### src/verilog/tcs_defs.svh
// Register map, field positions and timing constants of the timer selector
`ifndef TCS_DEFS_SVH
`define TCS_DEFS_SVH

`define TCS_NCH             6
`define TCS_OFF_CTRL_BASE   8'h00
`define TCS_OFF_CTRL_STEP   8'h04
`define TCS_OFF_SYNC        8'h18
`define TCS_OFF_MODE        8'h1C
`define TCS_OFF_STAT        8'h20

`define TCS_CCLR_HI         7
`define TCS_CCLR_LO         5
`define TCS_EDGE_HI         4
`define TCS_EDGE_LO         3
`define TCS_PSC_HI          2
`define TCS_PSC_LO          0
`define TCS_CTRL_NARROW     8'h7F
`define TCS_CTRL_RST        8'h00

`define TCS_MODE_PHASE_HI   5
`define TCS_MODE_PHASE_LO   0
`define TCS_MODE_BUFC0      8
`define TCS_MODE_BUFD0      9
`define TCS_MODE_BUFC3      10
`define TCS_MODE_BUFD3      11
`define TCS_MODE_MASK       12'hF36
`define TCS_SYNC_MASK       6'h3F

`define TCS_CLR_NONE        3'h0
`define TCS_CLR_A           3'h1
`define TCS_CLR_B           3'h2
`define TCS_CLR_SYNC_LO     2'h3
`define TCS_CLR_C           3'h5
`define TCS_CLR_D           3'h6

`define TCS_EDGE_RISE       2'h0
`define TCS_EDGE_FALL       2'h1
`define TCS_EDGE_BOTH_BIT   1

`define TCS_DIV_W           12
`define TCS_DIV4_BIT        1
`define TCS_DIV16_BIT       3
`define TCS_DIV64_BIT       5
`define TCS_DIV256_BIT      7
`define TCS_DIV1024_BIT     9
`define TCS_DIV4096_BIT     11

// Chosen ratios for internal codes left open on channels 2 and 5 (arbitrary)
`define TCS_CH2_PSC1_SRC    TCS_SRC_DIV4
`define TCS_CH2_PSC2_SRC    TCS_SRC_DIV16
`define TCS_CH2_PSC3_SRC    TCS_SRC_DIV64
`define TCS_CH2_PSC7_SRC    TCS_SRC_DIV1024
`define TCS_CH5_PSC1_SRC    TCS_SRC_DIV4

`endif

### src/verilog/tcs_pkg.sv
// Types shared by the timer clock and clear selector
package tcs_pkg;
    typedef enum logic [3:0] {
        TCS_SRC_DIV1, TCS_SRC_DIV4, TCS_SRC_DIV16, TCS_SRC_DIV64,
        TCS_SRC_DIV256, TCS_SRC_DIV1024, TCS_SRC_DIV4096,
        TCS_SRC_PINA, TCS_SRC_PINB, TCS_SRC_PINC, TCS_SRC_PIND,
        TCS_SRC_OVF
    } tcs_src_e;

    typedef struct packed {
        logic a;
        logic b;
        logic c;
        logic d;
    } tcs_pins_s;

    typedef struct packed {
        logic [5:0] a;
        logic [5:0] b;
        logic [5:0] c;
        logic [5:0] d;
    } tcs_events_s;

    typedef struct packed {
        logic [5:0][7:0] ctrl;
        logic [5:0]      sync;
        logic [11:0]     mode;
        logic [3:0]      s1;
        logic [3:0]      s2;
        logic [3:0]      s3;
        logic [11:0]     div;
        logic [11:0]     div_prev;
        logic [5:0]      cnt_en;
        logic [5:0]      clr;
        logic [31:0]     rdata;
    } tcs_state_s;
endpackage : tcs_pkg

### src/verilog/tcs_timer_select.sv
// Six-channel count source and counter clear selector with APB registers
// What this block does
// - Two clear bits pick none, A, B, sync
// - Top clear bit reserved on narrow channels
// - Sync clear only with channel sync bit set
// - Buffered C or D never clears counter
// - Channel 0 sources: phi/1..64, pins A-D
// - Channel 1: pins A,B, phi/256, ch2 overflow
// - Channel 2: phi/1, pins A-C, internal others
// - Channel 3: pin A, phi/1024, 256, 4096
// - Channel 4: pins A,C, phi/1024, ch5 overflow
// - Channel 5: pins A,C,D, phi/256, internal
// - Phase counting mode overrides source select
// - Channels 0,3 add C, D clear codes
// - Edge select rise, fall or both
`include "tcs_defs.svh"

module tcs_timer_select
    import tcs_pkg::*;
(
    input  wire logic        clk_i,
    input  wire logic        nrst_i,
    input  wire logic        psel_i,
    input  wire logic        penable_i,
    input  wire logic        pwrite_i,
    input  wire logic [7:0]  paddr_i,
    input  wire logic [31:0] pwdata_i,
    output logic [31:0]      prdata_o,
    output logic             pready_o,
    output logic             pslverr_o,
    input  wire tcs_pins_s   ext_pins_i,
    input  wire tcs_events_s match_i,
    input  wire logic [5:0]  ovf_i,
    output logic [5:0]       count_en_o,
    output logic [5:0]       clear_o,
    output logic [5:0]       phase_mode_o
);

    tcs_state_s state_r;
    tcs_state_s state_nxt;

    function automatic logic edge_hit(input logic cur, input logic prev,
                                      input logic [1:0] edge_sel);
        logic rise;
        logic fall;
        rise = cur & ~prev;
        fall = ~cur & prev;
        if (edge_sel[`TCS_EDGE_BOTH_BIT]) begin
            edge_hit = rise | fall;
        end else if (edge_sel == `TCS_EDGE_FALL) begin
            edge_hit = fall;
        end else begin
            edge_hit = rise;
        end
    endfunction : edge_hit

    function automatic tcs_src_e src_of(input int ch, input logic [2:0] psc);
        tcs_src_e low;
        unique case (psc[1:0])
            2'h0: low = TCS_SRC_DIV1;
            2'h1: low = TCS_SRC_DIV4;
            2'h2: low = TCS_SRC_DIV16;
            default: low = TCS_SRC_DIV64;
        endcase
        src_of = low;
        unique case (ch)
            0: begin
                if (psc[2]) begin
                    src_of = tcs_src_e'(4'(TCS_SRC_PINA) + 4'(psc[1:0]));
                end
            end
            1: begin
                unique case (psc)
                    3'h4: src_of = TCS_SRC_PINA;
                    3'h5: src_of = TCS_SRC_PINB;
                    3'h6: src_of = TCS_SRC_DIV256;
                    3'h7: src_of = TCS_SRC_OVF;
                    default: src_of = low;
                endcase
            end
            2: begin
                unique case (psc)
                    3'h1: src_of = `TCS_CH2_PSC1_SRC;
                    3'h2: src_of = `TCS_CH2_PSC2_SRC;
                    3'h3: src_of = `TCS_CH2_PSC3_SRC;
                    3'h4: src_of = TCS_SRC_PINA;
                    3'h5: src_of = TCS_SRC_PINB;
                    3'h6: src_of = TCS_SRC_PINC;
                    3'h7: src_of = `TCS_CH2_PSC7_SRC;
                    default: src_of = low;
                endcase
            end
            3: begin
                unique case (psc)
                    3'h4: src_of = TCS_SRC_PINA;
                    3'h5: src_of = TCS_SRC_DIV1024;
                    3'h6: src_of = TCS_SRC_DIV256;
                    3'h7: src_of = TCS_SRC_DIV4096;
                    default: src_of = low;
                endcase
            end
            4: begin
                unique case (psc)
                    3'h4: src_of = TCS_SRC_PINA;
                    3'h5: src_of = TCS_SRC_PINC;
                    3'h6: src_of = TCS_SRC_DIV1024;
                    3'h7: src_of = TCS_SRC_OVF;
                    default: src_of = low;
                endcase
            end
            default: begin
                unique case (psc)
                    3'h1: src_of = `TCS_CH5_PSC1_SRC;
                    3'h4: src_of = TCS_SRC_PINA;
                    3'h5: src_of = TCS_SRC_PINC;
                    3'h6: src_of = TCS_SRC_DIV256;
                    3'h7: src_of = TCS_SRC_PIND;
                    default: src_of = low;
                endcase
            end
        endcase
    endfunction : src_of

    logic [7:0] ctrl_addr [`TCS_NCH];
    logic       wr_en;
    logic       rd_setup;
    logic       addr_ok;
    logic [5:0] own_clr;
    logic       sync_any;
    logic [3:0] pins;

    assign wr_en    = psel_i & penable_i & pwrite_i;
    assign rd_setup = psel_i & ~penable_i & ~pwrite_i;
    assign pins     = {ext_pins_i.d, ext_pins_i.c, ext_pins_i.b, ext_pins_i.a};

    always_comb begin
        tcs_src_e   src;
        logic [1:0] edge_sel;
        logic [2:0] cclr;
        logic       tick;
        logic       bufc;
        logic       bufd;
        src       = TCS_SRC_DIV1;
        edge_sel  = `TCS_EDGE_RISE;
        cclr      = `TCS_CLR_NONE;
        tick      = 1'b0;
        bufc      = 1'b0;
        bufd      = 1'b0;
        state_nxt = state_r;
        addr_ok   = 1'b0;
        own_clr   = '0;
        sync_any  = 1'b0;
        for (int ch = 0; ch < `TCS_NCH; ch++) begin
            ctrl_addr[ch] = 8'(`TCS_OFF_CTRL_BASE + ch * `TCS_OFF_CTRL_STEP);
        end
        // Pin synchroniser; edges only use the second and third stages
        state_nxt.s1 = pins;
        state_nxt.s2 = state_r.s1;
        state_nxt.s3 = state_r.s2;
        // A single divider keeps equal ratios on all channels in phase
        state_nxt.div      = state_r.div + 12'h001;
        state_nxt.div_prev = state_r.div;

        // Clear causes per channel, before the sync group is merged
        for (int ch = 0; ch < `TCS_NCH; ch++) begin
            cclr = state_r.ctrl[ch][`TCS_CCLR_HI:`TCS_CCLR_LO];
            bufc = (ch == 0) ? state_r.mode[`TCS_MODE_BUFC0] :
                   (ch == 3) ? state_r.mode[`TCS_MODE_BUFC3] : 1'b0;
            bufd = (ch == 0) ? state_r.mode[`TCS_MODE_BUFD0] :
                   (ch == 3) ? state_r.mode[`TCS_MODE_BUFD3] : 1'b0;
            unique case (cclr)
                `TCS_CLR_A: own_clr[ch] = match_i.a[ch];
                `TCS_CLR_B: own_clr[ch] = match_i.b[ch];
                // Buffer use suppresses the C or D event entirely
                `TCS_CLR_C: own_clr[ch] = match_i.c[ch] & ~bufc;
                `TCS_CLR_D: own_clr[ch] = match_i.d[ch] & ~bufd;
                default:    own_clr[ch] = 1'b0;
            endcase
            sync_any = sync_any | (own_clr[ch] & state_r.sync[ch]);
        end
        for (int ch = 0; ch < `TCS_NCH; ch++) begin
            cclr = state_r.ctrl[ch][`TCS_CCLR_HI:`TCS_CCLR_LO];
            state_nxt.clr[ch] = own_clr[ch] |
                ((cclr[1:0] == `TCS_CLR_SYNC_LO) & state_r.sync[ch] &
                 sync_any);
        end

        // Count enable per channel
        for (int ch = 0; ch < `TCS_NCH; ch++) begin
            src      = src_of(ch, state_r.ctrl[ch][`TCS_PSC_HI:`TCS_PSC_LO]);
            edge_sel = state_r.ctrl[ch][`TCS_EDGE_HI:`TCS_EDGE_LO];
            unique case (src)
                TCS_SRC_DIV1:    tick = 1'b1;
                TCS_SRC_DIV4:    tick = edge_hit(state_r.div[`TCS_DIV4_BIT],
                    state_r.div_prev[`TCS_DIV4_BIT], edge_sel);
                TCS_SRC_DIV16:   tick = edge_hit(state_r.div[`TCS_DIV16_BIT],
                    state_r.div_prev[`TCS_DIV16_BIT], edge_sel);
                TCS_SRC_DIV64:   tick = edge_hit(state_r.div[`TCS_DIV64_BIT],
                    state_r.div_prev[`TCS_DIV64_BIT], edge_sel);
                TCS_SRC_DIV256:  tick = edge_hit(state_r.div[`TCS_DIV256_BIT],
                    state_r.div_prev[`TCS_DIV256_BIT], edge_sel);
                TCS_SRC_DIV1024: tick = edge_hit(state_r.div[`TCS_DIV1024_BIT],
                    state_r.div_prev[`TCS_DIV1024_BIT], edge_sel);
                TCS_SRC_DIV4096: tick = edge_hit(state_r.div[`TCS_DIV4096_BIT],
                    state_r.div_prev[`TCS_DIV4096_BIT], edge_sel);
                TCS_SRC_PINA:    tick = edge_hit(state_r.s2[0], state_r.s3[0],
                    edge_sel);
                TCS_SRC_PINB:    tick = edge_hit(state_r.s2[1], state_r.s3[1],
                    edge_sel);
                TCS_SRC_PINC:    tick = edge_hit(state_r.s2[2], state_r.s3[2],
                    edge_sel);
                TCS_SRC_PIND:    tick = edge_hit(state_r.s2[3], state_r.s3[3],
                    edge_sel);
                default:         tick = (ch == 1) ? ovf_i[2] : ovf_i[5];
            endcase
            state_nxt.cnt_en[ch] = tick & ~state_r.mode[ch];
        end

        // APB decode; read data is latched in the setup cycle
        for (int ch = 0; ch < `TCS_NCH; ch++) begin
            if (paddr_i == ctrl_addr[ch]) begin
                addr_ok = 1'b1;
                if (rd_setup) begin
                    state_nxt.rdata = {24'h000000, state_r.ctrl[ch]};
                end
                if (wr_en) begin
                    state_nxt.ctrl[ch] = (ch == 0 || ch == 3) ?
                        pwdata_i[7:0] :
                        pwdata_i[7:0] & `TCS_CTRL_NARROW;
                end
            end
        end
        unique case (paddr_i)
            `TCS_OFF_SYNC: begin
                addr_ok = 1'b1;
                if (rd_setup) begin
                    state_nxt.rdata = {26'h0000000, state_r.sync};
                end
                if (wr_en) begin
                    state_nxt.sync = pwdata_i[5:0] & `TCS_SYNC_MASK;
                end
            end
            `TCS_OFF_MODE: begin
                addr_ok = 1'b1;
                if (rd_setup) begin
                    state_nxt.rdata = {20'h00000, state_r.mode};
                end
                if (wr_en) begin
                    state_nxt.mode = pwdata_i[11:0] & `TCS_MODE_MASK;
                end
            end
            `TCS_OFF_STAT: begin
                addr_ok = 1'b1;
                if (rd_setup) begin
                    state_nxt.rdata = {16'h0000, state_r.s3, state_r.div};
                end
            end
            default: ;
        endcase
        if (rd_setup && !addr_ok) begin
            state_nxt.rdata = 32'h00000000;
        end
    end
    always_ff @(posedge clk_i) begin
        if (!nrst_i) begin
            state_r <= '0;
        end else begin
            state_r <= state_nxt;
        end
    end

    assign prdata_o     = state_r.rdata;
    assign pready_o     = 1'b1;
    // Slave error only in the access phase so the setup cycle stays quiet
    assign pslverr_o    = psel_i & penable_i & ~addr_ok;
    assign count_en_o   = state_r.cnt_en;
    assign clear_o      = state_r.clr;
    assign phase_mode_o = state_r.mode[`TCS_MODE_PHASE_HI:`TCS_MODE_PHASE_LO];
endmodule : tcs_timer_select

### config.mk
export PLATFORM = sky130hd
export DESIGN_NAME = tcs_timer_select
export DESIGN_NICKNAME = d
export VERILOG_FILES = /design/src/verilog/tcs_pkg.sv /design/src/verilog/tcs_timer_select.sv
export VERILOG_INCLUDE_DIRS = /design/src /design/src/verilog
export SDC_FILE = /design/constraint.sdc
export NUM_CORES = 1
export LEC_CHECK = 0
export BUFFER_PORTS_ARGS = -buffer_cell sky130_fd_sc_hd__buf_2
export CAP_MARGIN = 20
export CORE_MARGIN = 3
export CORE_UTILIZATION = 28
export CTS_CLUSTER_DIAMETER = 30
export DETAILED_ROUTE_END_ITERATION = 8
export GPL_ROUTABILITY_DRIVEN = 0
export SLEW_MARGIN = 0
export SYNTH_ARGS = -nofsm -noshare
export SYNTH_HDL_FRONTEND = slang
export SYNTH_SLANG_ARGS = --single-unit
### constraint.sdc
create_clock -name clk_i -period 3.54 [get_ports clk_i]
set_clock_uncertainty 0.1 [all_clocks]
set_input_delay 1.062 -clock clk_i [delete_from_list [all_inputs] [get_ports clk_i]]
set_output_delay 1.062 -clock clk_i [all_outputs]
set_load 0.01 [all_outputs]
After elaboration in Yosys (flattened, before gate mapping)
Cells that the tools add are included.
W data, S select, Z words.

word-level totals
  register bits = 138
  input bits = 79
  output and inout port bits = 52
  word-level logic and storage cells = 446

cells by class
  $add $sub $neg = 2
  eq/ne operators = 132
  muxes and demuxes = 167
  bitwise operators = 104
  reductions and logical operators = 25

operators by type and width
  operator                 count
  $mux W32                 15
  $mux W1                  127
  $eq A4 B3 Y1 const B     24
  $pmux W32 S3             1
  $eq A3 B3 Y1 const B     24
  $eq A4 B4 Y1 const B     18
  $pmux W1 S11             6
  $and A1 B1 Y1            51
  $eq A4 B2 Y1 const B     12
  $pmux W4 S4              3
  $pmux W2 S3              6
  $eq A2 B1 Y1 const B     16
  $eq A2 B2 Y1 const B     16
  $eq A8 B5 Y1 const B     4
  $not A1 Y1               32
  $pmux W4 S7              1
  $eq A4 B1 Y1 const B     6
  $logic_not A4 Y1         6
  $or A1 B1 Y1             21
  $pmux W4 S5              1
  $eq A8 B4 Y1 const B     2
  $reduce_and A2 Y1        8
  $add A12 B1 Y12 const B  1
  $eq A3 B1 Y1 const B     4
  other kinds (13)         25

Depth between registers and ports, before layout
Gate-level depths: netlist of run 1.

  word-level depth = 17
  depth in mapped cells = 9

Least setup slack after synthesis of run 1
Ideal clock, no wire load.

  path type = input-to-output
  start point = in paddr_i[3]
  end point = out pslverr_o
  arrival time = 1.998 ns
  required time = 2.378 ns
  setup slack = 0.380 ns
  stages = 5
  buffers on the path = 1
  cell sequence = clkbuf_1 > or2_1 > o21ai_0 > nand3_1 > and3_1

on the way
  word-level cells in the longest chain between the ends = 10
  elaborated cells on any way between the ends = 19
  those cells by class = eq/ne: 8; mux: 7; bitwise: 2; reduce/logical: 2

ends and longest elaborated chain
  what                   line                     RTL
  from (decl)            tcs_timer_select.sv:26   input wire logic [7:0] paddr_i,
  $logic_not A8 Y1       tcs_timer_select.sv:221  if (paddr_i == ctrl_addr[ch]) begin
  $mux W1 (6 in series)  tcs_timer_select.sv:221
  $mux W1 (*)            tcs_timer_select.sv:233  unique case (paddr_i)
  $not A1 Y1 (*)         tcs_timer_select.sv:275  assign pslverr_o = psel_i & penable_i & ~addr_ok;
  $and A1 B1 Y1 (*)      tcs_timer_select.sv:275
  to (decl)              tcs_timer_select.sv:30   output logic pslverr_o,

Mark *: on every way between the ends. The rest lies on a longest branch, timed or not.

Worst setup path in the final report of run 1
Ends and elaborated chain as after synthesis.

==> results of run 1 <==
-- critical path, stage by stage --
cell	delay, ns
buf_2	0.12
or2_1	0.30
o21ai_0	0.18
nand3_1	0.21
and3_1	0.25
buf_2	0.13
-- metrics by stage --
| stage | instances | worst slack (ns) | util | power (mW) |
|---|---|---|---|---|
| floorplan | 926 | 0.380 | - | 1.68 |
| global placement | 1303 | 0.141 | 0.304 | 1.77 |
| detailed placement | 1303 | 0.138 | 0.304 | 1.77 |
| CTS | 1334 | 0.139 | 0.325 | 3.51 |
| global route | 1334 | 0.0854 | 0.325 | 3.61 |
| finish | 1334 | 0.118 | 0.325 | 3.50 |
-- Yosys cell counts (10+ instances only) --
cell | n | area share
a21oi_1 | 70 | 0.045
and2_1 | 10 | 0.0081
and3_1 | 23 | 0.019
buf_2 | 10 | 0.0065
buf_4 | 52 | 0.050
clkbuf_1 | 47 | 0.023
dfxtp_1 | 132 | 0.34
ha_1 | 40 | 0.065
inv_1 | 38 | 0.018
mux2_2 | 13 | 0.019
mux2i_1 | 63 | 0.081
nand2_1 | 74 | 0.036
nand3_1 | 48 | 0.031
nor2_1 | 90 | 0.044
nor3_1 | 11 | 0.0071
o21ai_0 | 25 | 0.016
o22ai_1 | 19 | 0.015
-- registers in the layout, summed over array words and instances (netlist names) --
register and count:
state_r 64, prdata_o 32, clear_o 6, count_en_o 6, state_nxt 20, phase_mode_o 4
-- cell families after synthesis --
group | Yosys count
other | 2
buffers and inverters | 153
flip-flops | 132
adder cells (fa/ha/maj) | 40
AND/OR/NAND/NOR | 313
XOR/XNOR | 9
multiplexers | 84
AO/OA/AOI/OAI | 192
-- power breakdown --
group	internal, mW	total, mW	switching [mW]
Combinational	0.0828	0.232	0.149
Clock	1.06	1.76	0.702
Sequential	1.50	1.51	0.00959
Total	2.64	3.50	0.861
-- routing by layer --
metal	global-route usage	part of all wire	wire length [um]	up-vias
li1	-	-	-	3248
met1	0.222	0.45	11100	3216
met2	0.249	0.44	10800	311
met3	0.0414	0.078	1930	59
met4	0.0684	0.035	874	0
met5	0	0	0	-
-- cells in the final DEF, fill, tap and decap left out, types with 17 or more instances in the layout --
| master | instances |
|---|---|
| nand3_1 | 48 |
| buf_2 | 95 |
| and3_1 | 23 |
| clkbuf_16 | 17 |
| nor2_1 | 90 |
| a21oi_1 | 70 |
| o22ai_1 | 19 |
| o21ai_0 | 25 |
| dfxtp_1 | 132 |
| inv_1 | 38 |
| buf_4 | 24 |
| mux2i_1 | 63 |
| nand2_1 | 74 |
| ha_1 | 40 |
-- layout make-up --
type / instances / area (um^2)
fill: 2832 / 18300
multi-input combinational: 641 / 4330
sequential: 132 / 2640
timing repair buffer: 119 / 656
tap: 372 / 465
clock buffer: 20 / 447
inverter: 39 / 146
clock inverter: 11 / 129
-- how the worst max path moves through the flow --
stage          slack, ns       start        end  cells past startpoint
2_1_floorplan       0.38  paddr_i[3]  pslverr_o                      5
3_3_place_gp        0.14  paddr_i[3]  pslverr_o                      6
3_5_place_dp        0.14  paddr_i[3]  pslverr_o                      6
4_1_cts             0.14  paddr_i[3]  pslverr_o                      6
5_1_grt             0.09  paddr_i[3]  pslverr_o                      6
6_report            0.12  paddr_i[3]  pslverr_o                      6
==> results.cfg, run 1 <==
[floorplanning]
core_um2 = 27100
row_count = 60
die_area_um2 = 29700
die_x_um = 172
initial_core_util = 0.286
io_pins = 131
die_h_um = 172

[cts]
cts_root_buf = clkbuf_16
cts_buffers = 17
cts_tree = done
clk_pin_slew_ns = 0.06
hold_buffers = 0
cts_resized = 0
cts.sinks = 132
cts_setup_buffers = 0
insertion_delay_ns = 0.43
cts.path.max_buffers = 2
htreeDepth = 4

[power_and_ir_drop]
power_density_nw_per_um2 = 397
p_leak_nw = 3.39
ir_drop_mv = 0.337

[route]
drtIter0Drc = 690
drc = 0
drt_pre_antenna_iters = 8
routedWlPerCell_um = 18.5
viasPerCell = 5.12
detail-route-antenna-nets = 0
vias = 6834
wirelength_mm = 24.7

[critical_path]
arrival_ns = 2.26
reg2reg_slack_ns = 1.12
crit_fanout = 5
worst-r2r-cell-count = 6
rr_endpoint = clear_o[3]$_SDFF_PN0_
timing.rr.start = state_r[127]$_SDFFE_PN0P_
critPathKind = primary input to output pin
cp-start-kind = primary input
endpoint_kind = output pin
required_ns = 2.38

[global_routing]
grt_pass1_vias = 6378
grt_usage = 0.164
grt_antenna_before_repair = 0
grt.overflow.total = 0
grt_max_degree = 29
grt_pass1_wl_mm = 37.3

[sta]
fin_crit_ns = 3.42
tightest_slew_ns = 0.606
setup_viol = 0
setup_tns_ns = 0
whs_ns = 0.332
period_share = 0.967
finalHoldViolCount = 0
fmax_mhz = 292
rsz0062_at_grt = false
finalMaxSlewViolations = 0
relSlewSlack = 0.586

[flow_run]
drv_cap = 0

[finish]
nets = 1069
drive_gt1_frac = 0.198
antenna_cells = 0
final_area_um2 = 8820
areaGrowthSynthToFinish_pct = 13.7

[logic_synthesis]
synth_xor_area_frac = 0.0102
ys_seq_elements = 132
synth_mux_area_frac = 0.123
yosys.area_share.adder = 0.0645
async_reset_ff_frac = 0
synth_cell_types = 66
synthesis.area_um2 = 7760
syn_avg_cell_area_um2 = 8.39
synth_compound_area_frac = 0.158
synth_edf_count = 0
ys.flop_type = dfxtp_1
synth_top_family_by_area = simple AND/OR/NAND/NOR gates
synthSimpleGateAreaFrac = 0.200
syn-instance-count = 925
ys_warn_count = 0
ys_seq_area_frac = 0.341

[placed_design]
io_buffer_count = 95
dp_hpwl_mm = 18.4
place_area_um2 = 8240

[run_status]
status = completed

[hold_path]
min_from = state_nxt[74]$_SDFF_PN0_
worstHoldPathType = flop to flop
min_to = state_nxt[70]$_SDFF_PN0_
hold_depth = 1
(Power assumes the default switching activity.)
==> inputs of run 2 (changes only) <==
--- a/config.mk
+++ b/config.mk
@@ -8,11 +8,15 @@
 export LEC_CHECK = 0
 export BUFFER_PORTS_ARGS = -buffer_cell sky130_fd_sc_hd__buf_2
 export CAP_MARGIN = 20
+export CELL_PAD_IN_SITES_DETAIL_PLACEMENT = 0
+export CELL_PAD_IN_SITES_GLOBAL_PLACEMENT = 1
 export CORE_MARGIN = 3
 export CORE_UTILIZATION = 28
 export CTS_CLUSTER_DIAMETER = 30
 export DETAILED_ROUTE_END_ITERATION = 8
 export GPL_ROUTABILITY_DRIVEN = 0
+export HOLD_SLACK_MARGIN = 0.1
+export PLACE_DENSITY_LB_ADDON = 0.1
 export SLEW_MARGIN = 0
 export SYNTH_ARGS = -nofsm -noshare
 export SYNTH_HDL_FRONTEND = slang
==> results.cfg, run 2 (synthesized netlist as in run 1, its figures left out) <==
[cts]
hold_buffers = 0
insertion_delay_ns = 0.42
clk_pin_slew_ns = 0.06
cts.sinks = 132
cts.path.max_buffers = 2
cts_root_buf = clkbuf_16
cts_setup_buffers = 0
cts_tree = done
htreeDepth = 4
cts_resized = 0
cts_buffers = 17

[critical_path]
critPathBufInv = 2
required_ns = 2.38
arrival_ns = 2.07
critPathKind = primary input to output pin
cp-startpoint = paddr_i[3]
slowest_stage = or2_1
endpoint_kind = output pin
cp-start-kind = primary input
crit_fanout = 3
cp_common_cell = buf_2
cp_top_family = simple AND/OR/NAND/NOR gates
slowest_delay_ns = 0.25
worstPathCellList = buf_2, or2_1, o21ai_0, nand3_1, and3_1, buf_2
timing.rr.start = state_r[68]$_SDFF_PN0_

[floorplanning]
initial_core_util = 0.286
io_pins = 131
core_um2 = 27100
row_count = 60
die_h_um = 172
die_x_um = 172
die_area_um2 = 29700

[global_routing]
grt_usage = 0.186
grt_pass1_wl_mm = 41.1
grt_antenna_before_repair = 0
grt_pass1_vias = 6377
grt.overflow.total = 0
grt_max_degree = 46

[finish]
mostFrequentLayoutCells = dfxtp_1, buf_2, nor2_1
nets = 1073
areaGrowthSynthToFinish_pct = 13.8
fill_cells = 2935
antenna_cells = 0
largest_reg_flops = 64
layout_commonest_cell = dfxtp_1
regMostFlops = state_r
drive_gt1_frac = 0.202
final_area_um2 = 8830

[placed_design]
io_buffer_count = 95
place_area_um2 = 8290
dp_hpwl_mm = 20.7

[power_and_ir_drop]
power_density_nw_per_um2 = 389
p_leak_nw = 3.40
ir_drop_mv = 0.233
total_power_mw = 3.43

[sta]
setup_tns_ns = 0
setup_viol = 0
rsz0062_at_grt = false
relSlewSlack = 0.527
tightest_slew_ns = 0.691
fin_crit_ns = 3.23
finalHoldViolCount = 0
fmax_mhz = 309
period_share = 0.913
finalMaxSlewViolations = 0

[route]
detail-route-antenna-nets = 0
drc = 0
viasPerCell = 5.05
drtIter0Drc = 432
routedWlPerCell_um = 20.6
vias = 6754
drt_pre_antenna_iters = 5
wirelength_mm = 27.5

[run_status]
status = completed

[flow_run]
drv_cap = 0

[hold_path]
worstHoldPathType = flop to flop
min_from = state_nxt[75]$_SDFF_PN0_
-- run 2: cell types whose count changed in the layout (fill, tap and decap cells not counted), sizes merged --
cell | before | now
clkinvlp | 2 | 3
inv | 41 | 40
clkbuf | 20 | 18
bufinv | 2 | 1
buf | 119 | 123
clkinv | 5 | 8
-- run 2: layout make-up --
class / count / area [um^2] / share of cell area
Clock buffer: 18 / 429 / 0.0486
Clock inverter: 13 / 113 / 0.0128
Inverter: 39 / 146 / 0.0166
Multi-Input combinational cell: 641 / 4330 / 0.491
Sequential cell: 132 / 2640 / 0.299
Tap cell: 372 / 465 / 0.0527
Timing Repair Buffer: 123 / 698 / 0.0791
-- run 2: power by group --
group / switching (mW) / leakage, nW / internal, mW / total [mW]
clock: 0.720 / 0.262 / 0.960 / 1.68
sequential: 0.00980 / 1.07 / 1.50 / 1.51
combinational: 0.158 / 2.07 / 0.0837 / 0.242
-- run 2: worst paths after layout --
path / to / slack, ns / cells after the start
worst min-delay path: state_nxt[71]$_SDFF_PN0_ / 0.33 / 1
worst min register to register: state_nxt[71]$_SDFF_PN0_ / 0.33 / 1
worst max register to register: count_en_o[5]$_SDFF_PN0_ / 1.06 / 6
worst max-delay path: pslverr_o / 0.31 / 6
-- run 2: routing by layer --
metal	wire, um	up-vias	part of all wire	GRT usage
met4	384	0	0.014	0.0476
met3	1200	21	0.044	0.0267
met5	0	-	0	0
li1	-	3271	-	-
met2	12200	182	0.44	0.282
met1	13700	3280	0.50	0.277
-- run 2: per-stage QoR --
stage               instances  setup slack [ns]   util  hold WS, ns
floorplan                 926             0.380      -        0.312
global placement         1307             0.316  0.306        0.318
detailed placement       1307             0.300  0.306        0.319
CTS                      1338             0.301  0.326        0.332
global route             1338             0.202  0.326        0.354
finish                   1338             0.307  0.326        0.333
-- run 2: worst reg2reg max path: cells and delay by family, from the launching register on --
kind,cells,cell delay [ns]
fa+ha+maj,1,0.45
compound gates,2,0.74
buf+inv,1,0.06
flops,1,0.38
simple gates,1,0.07
mux,1,0.51
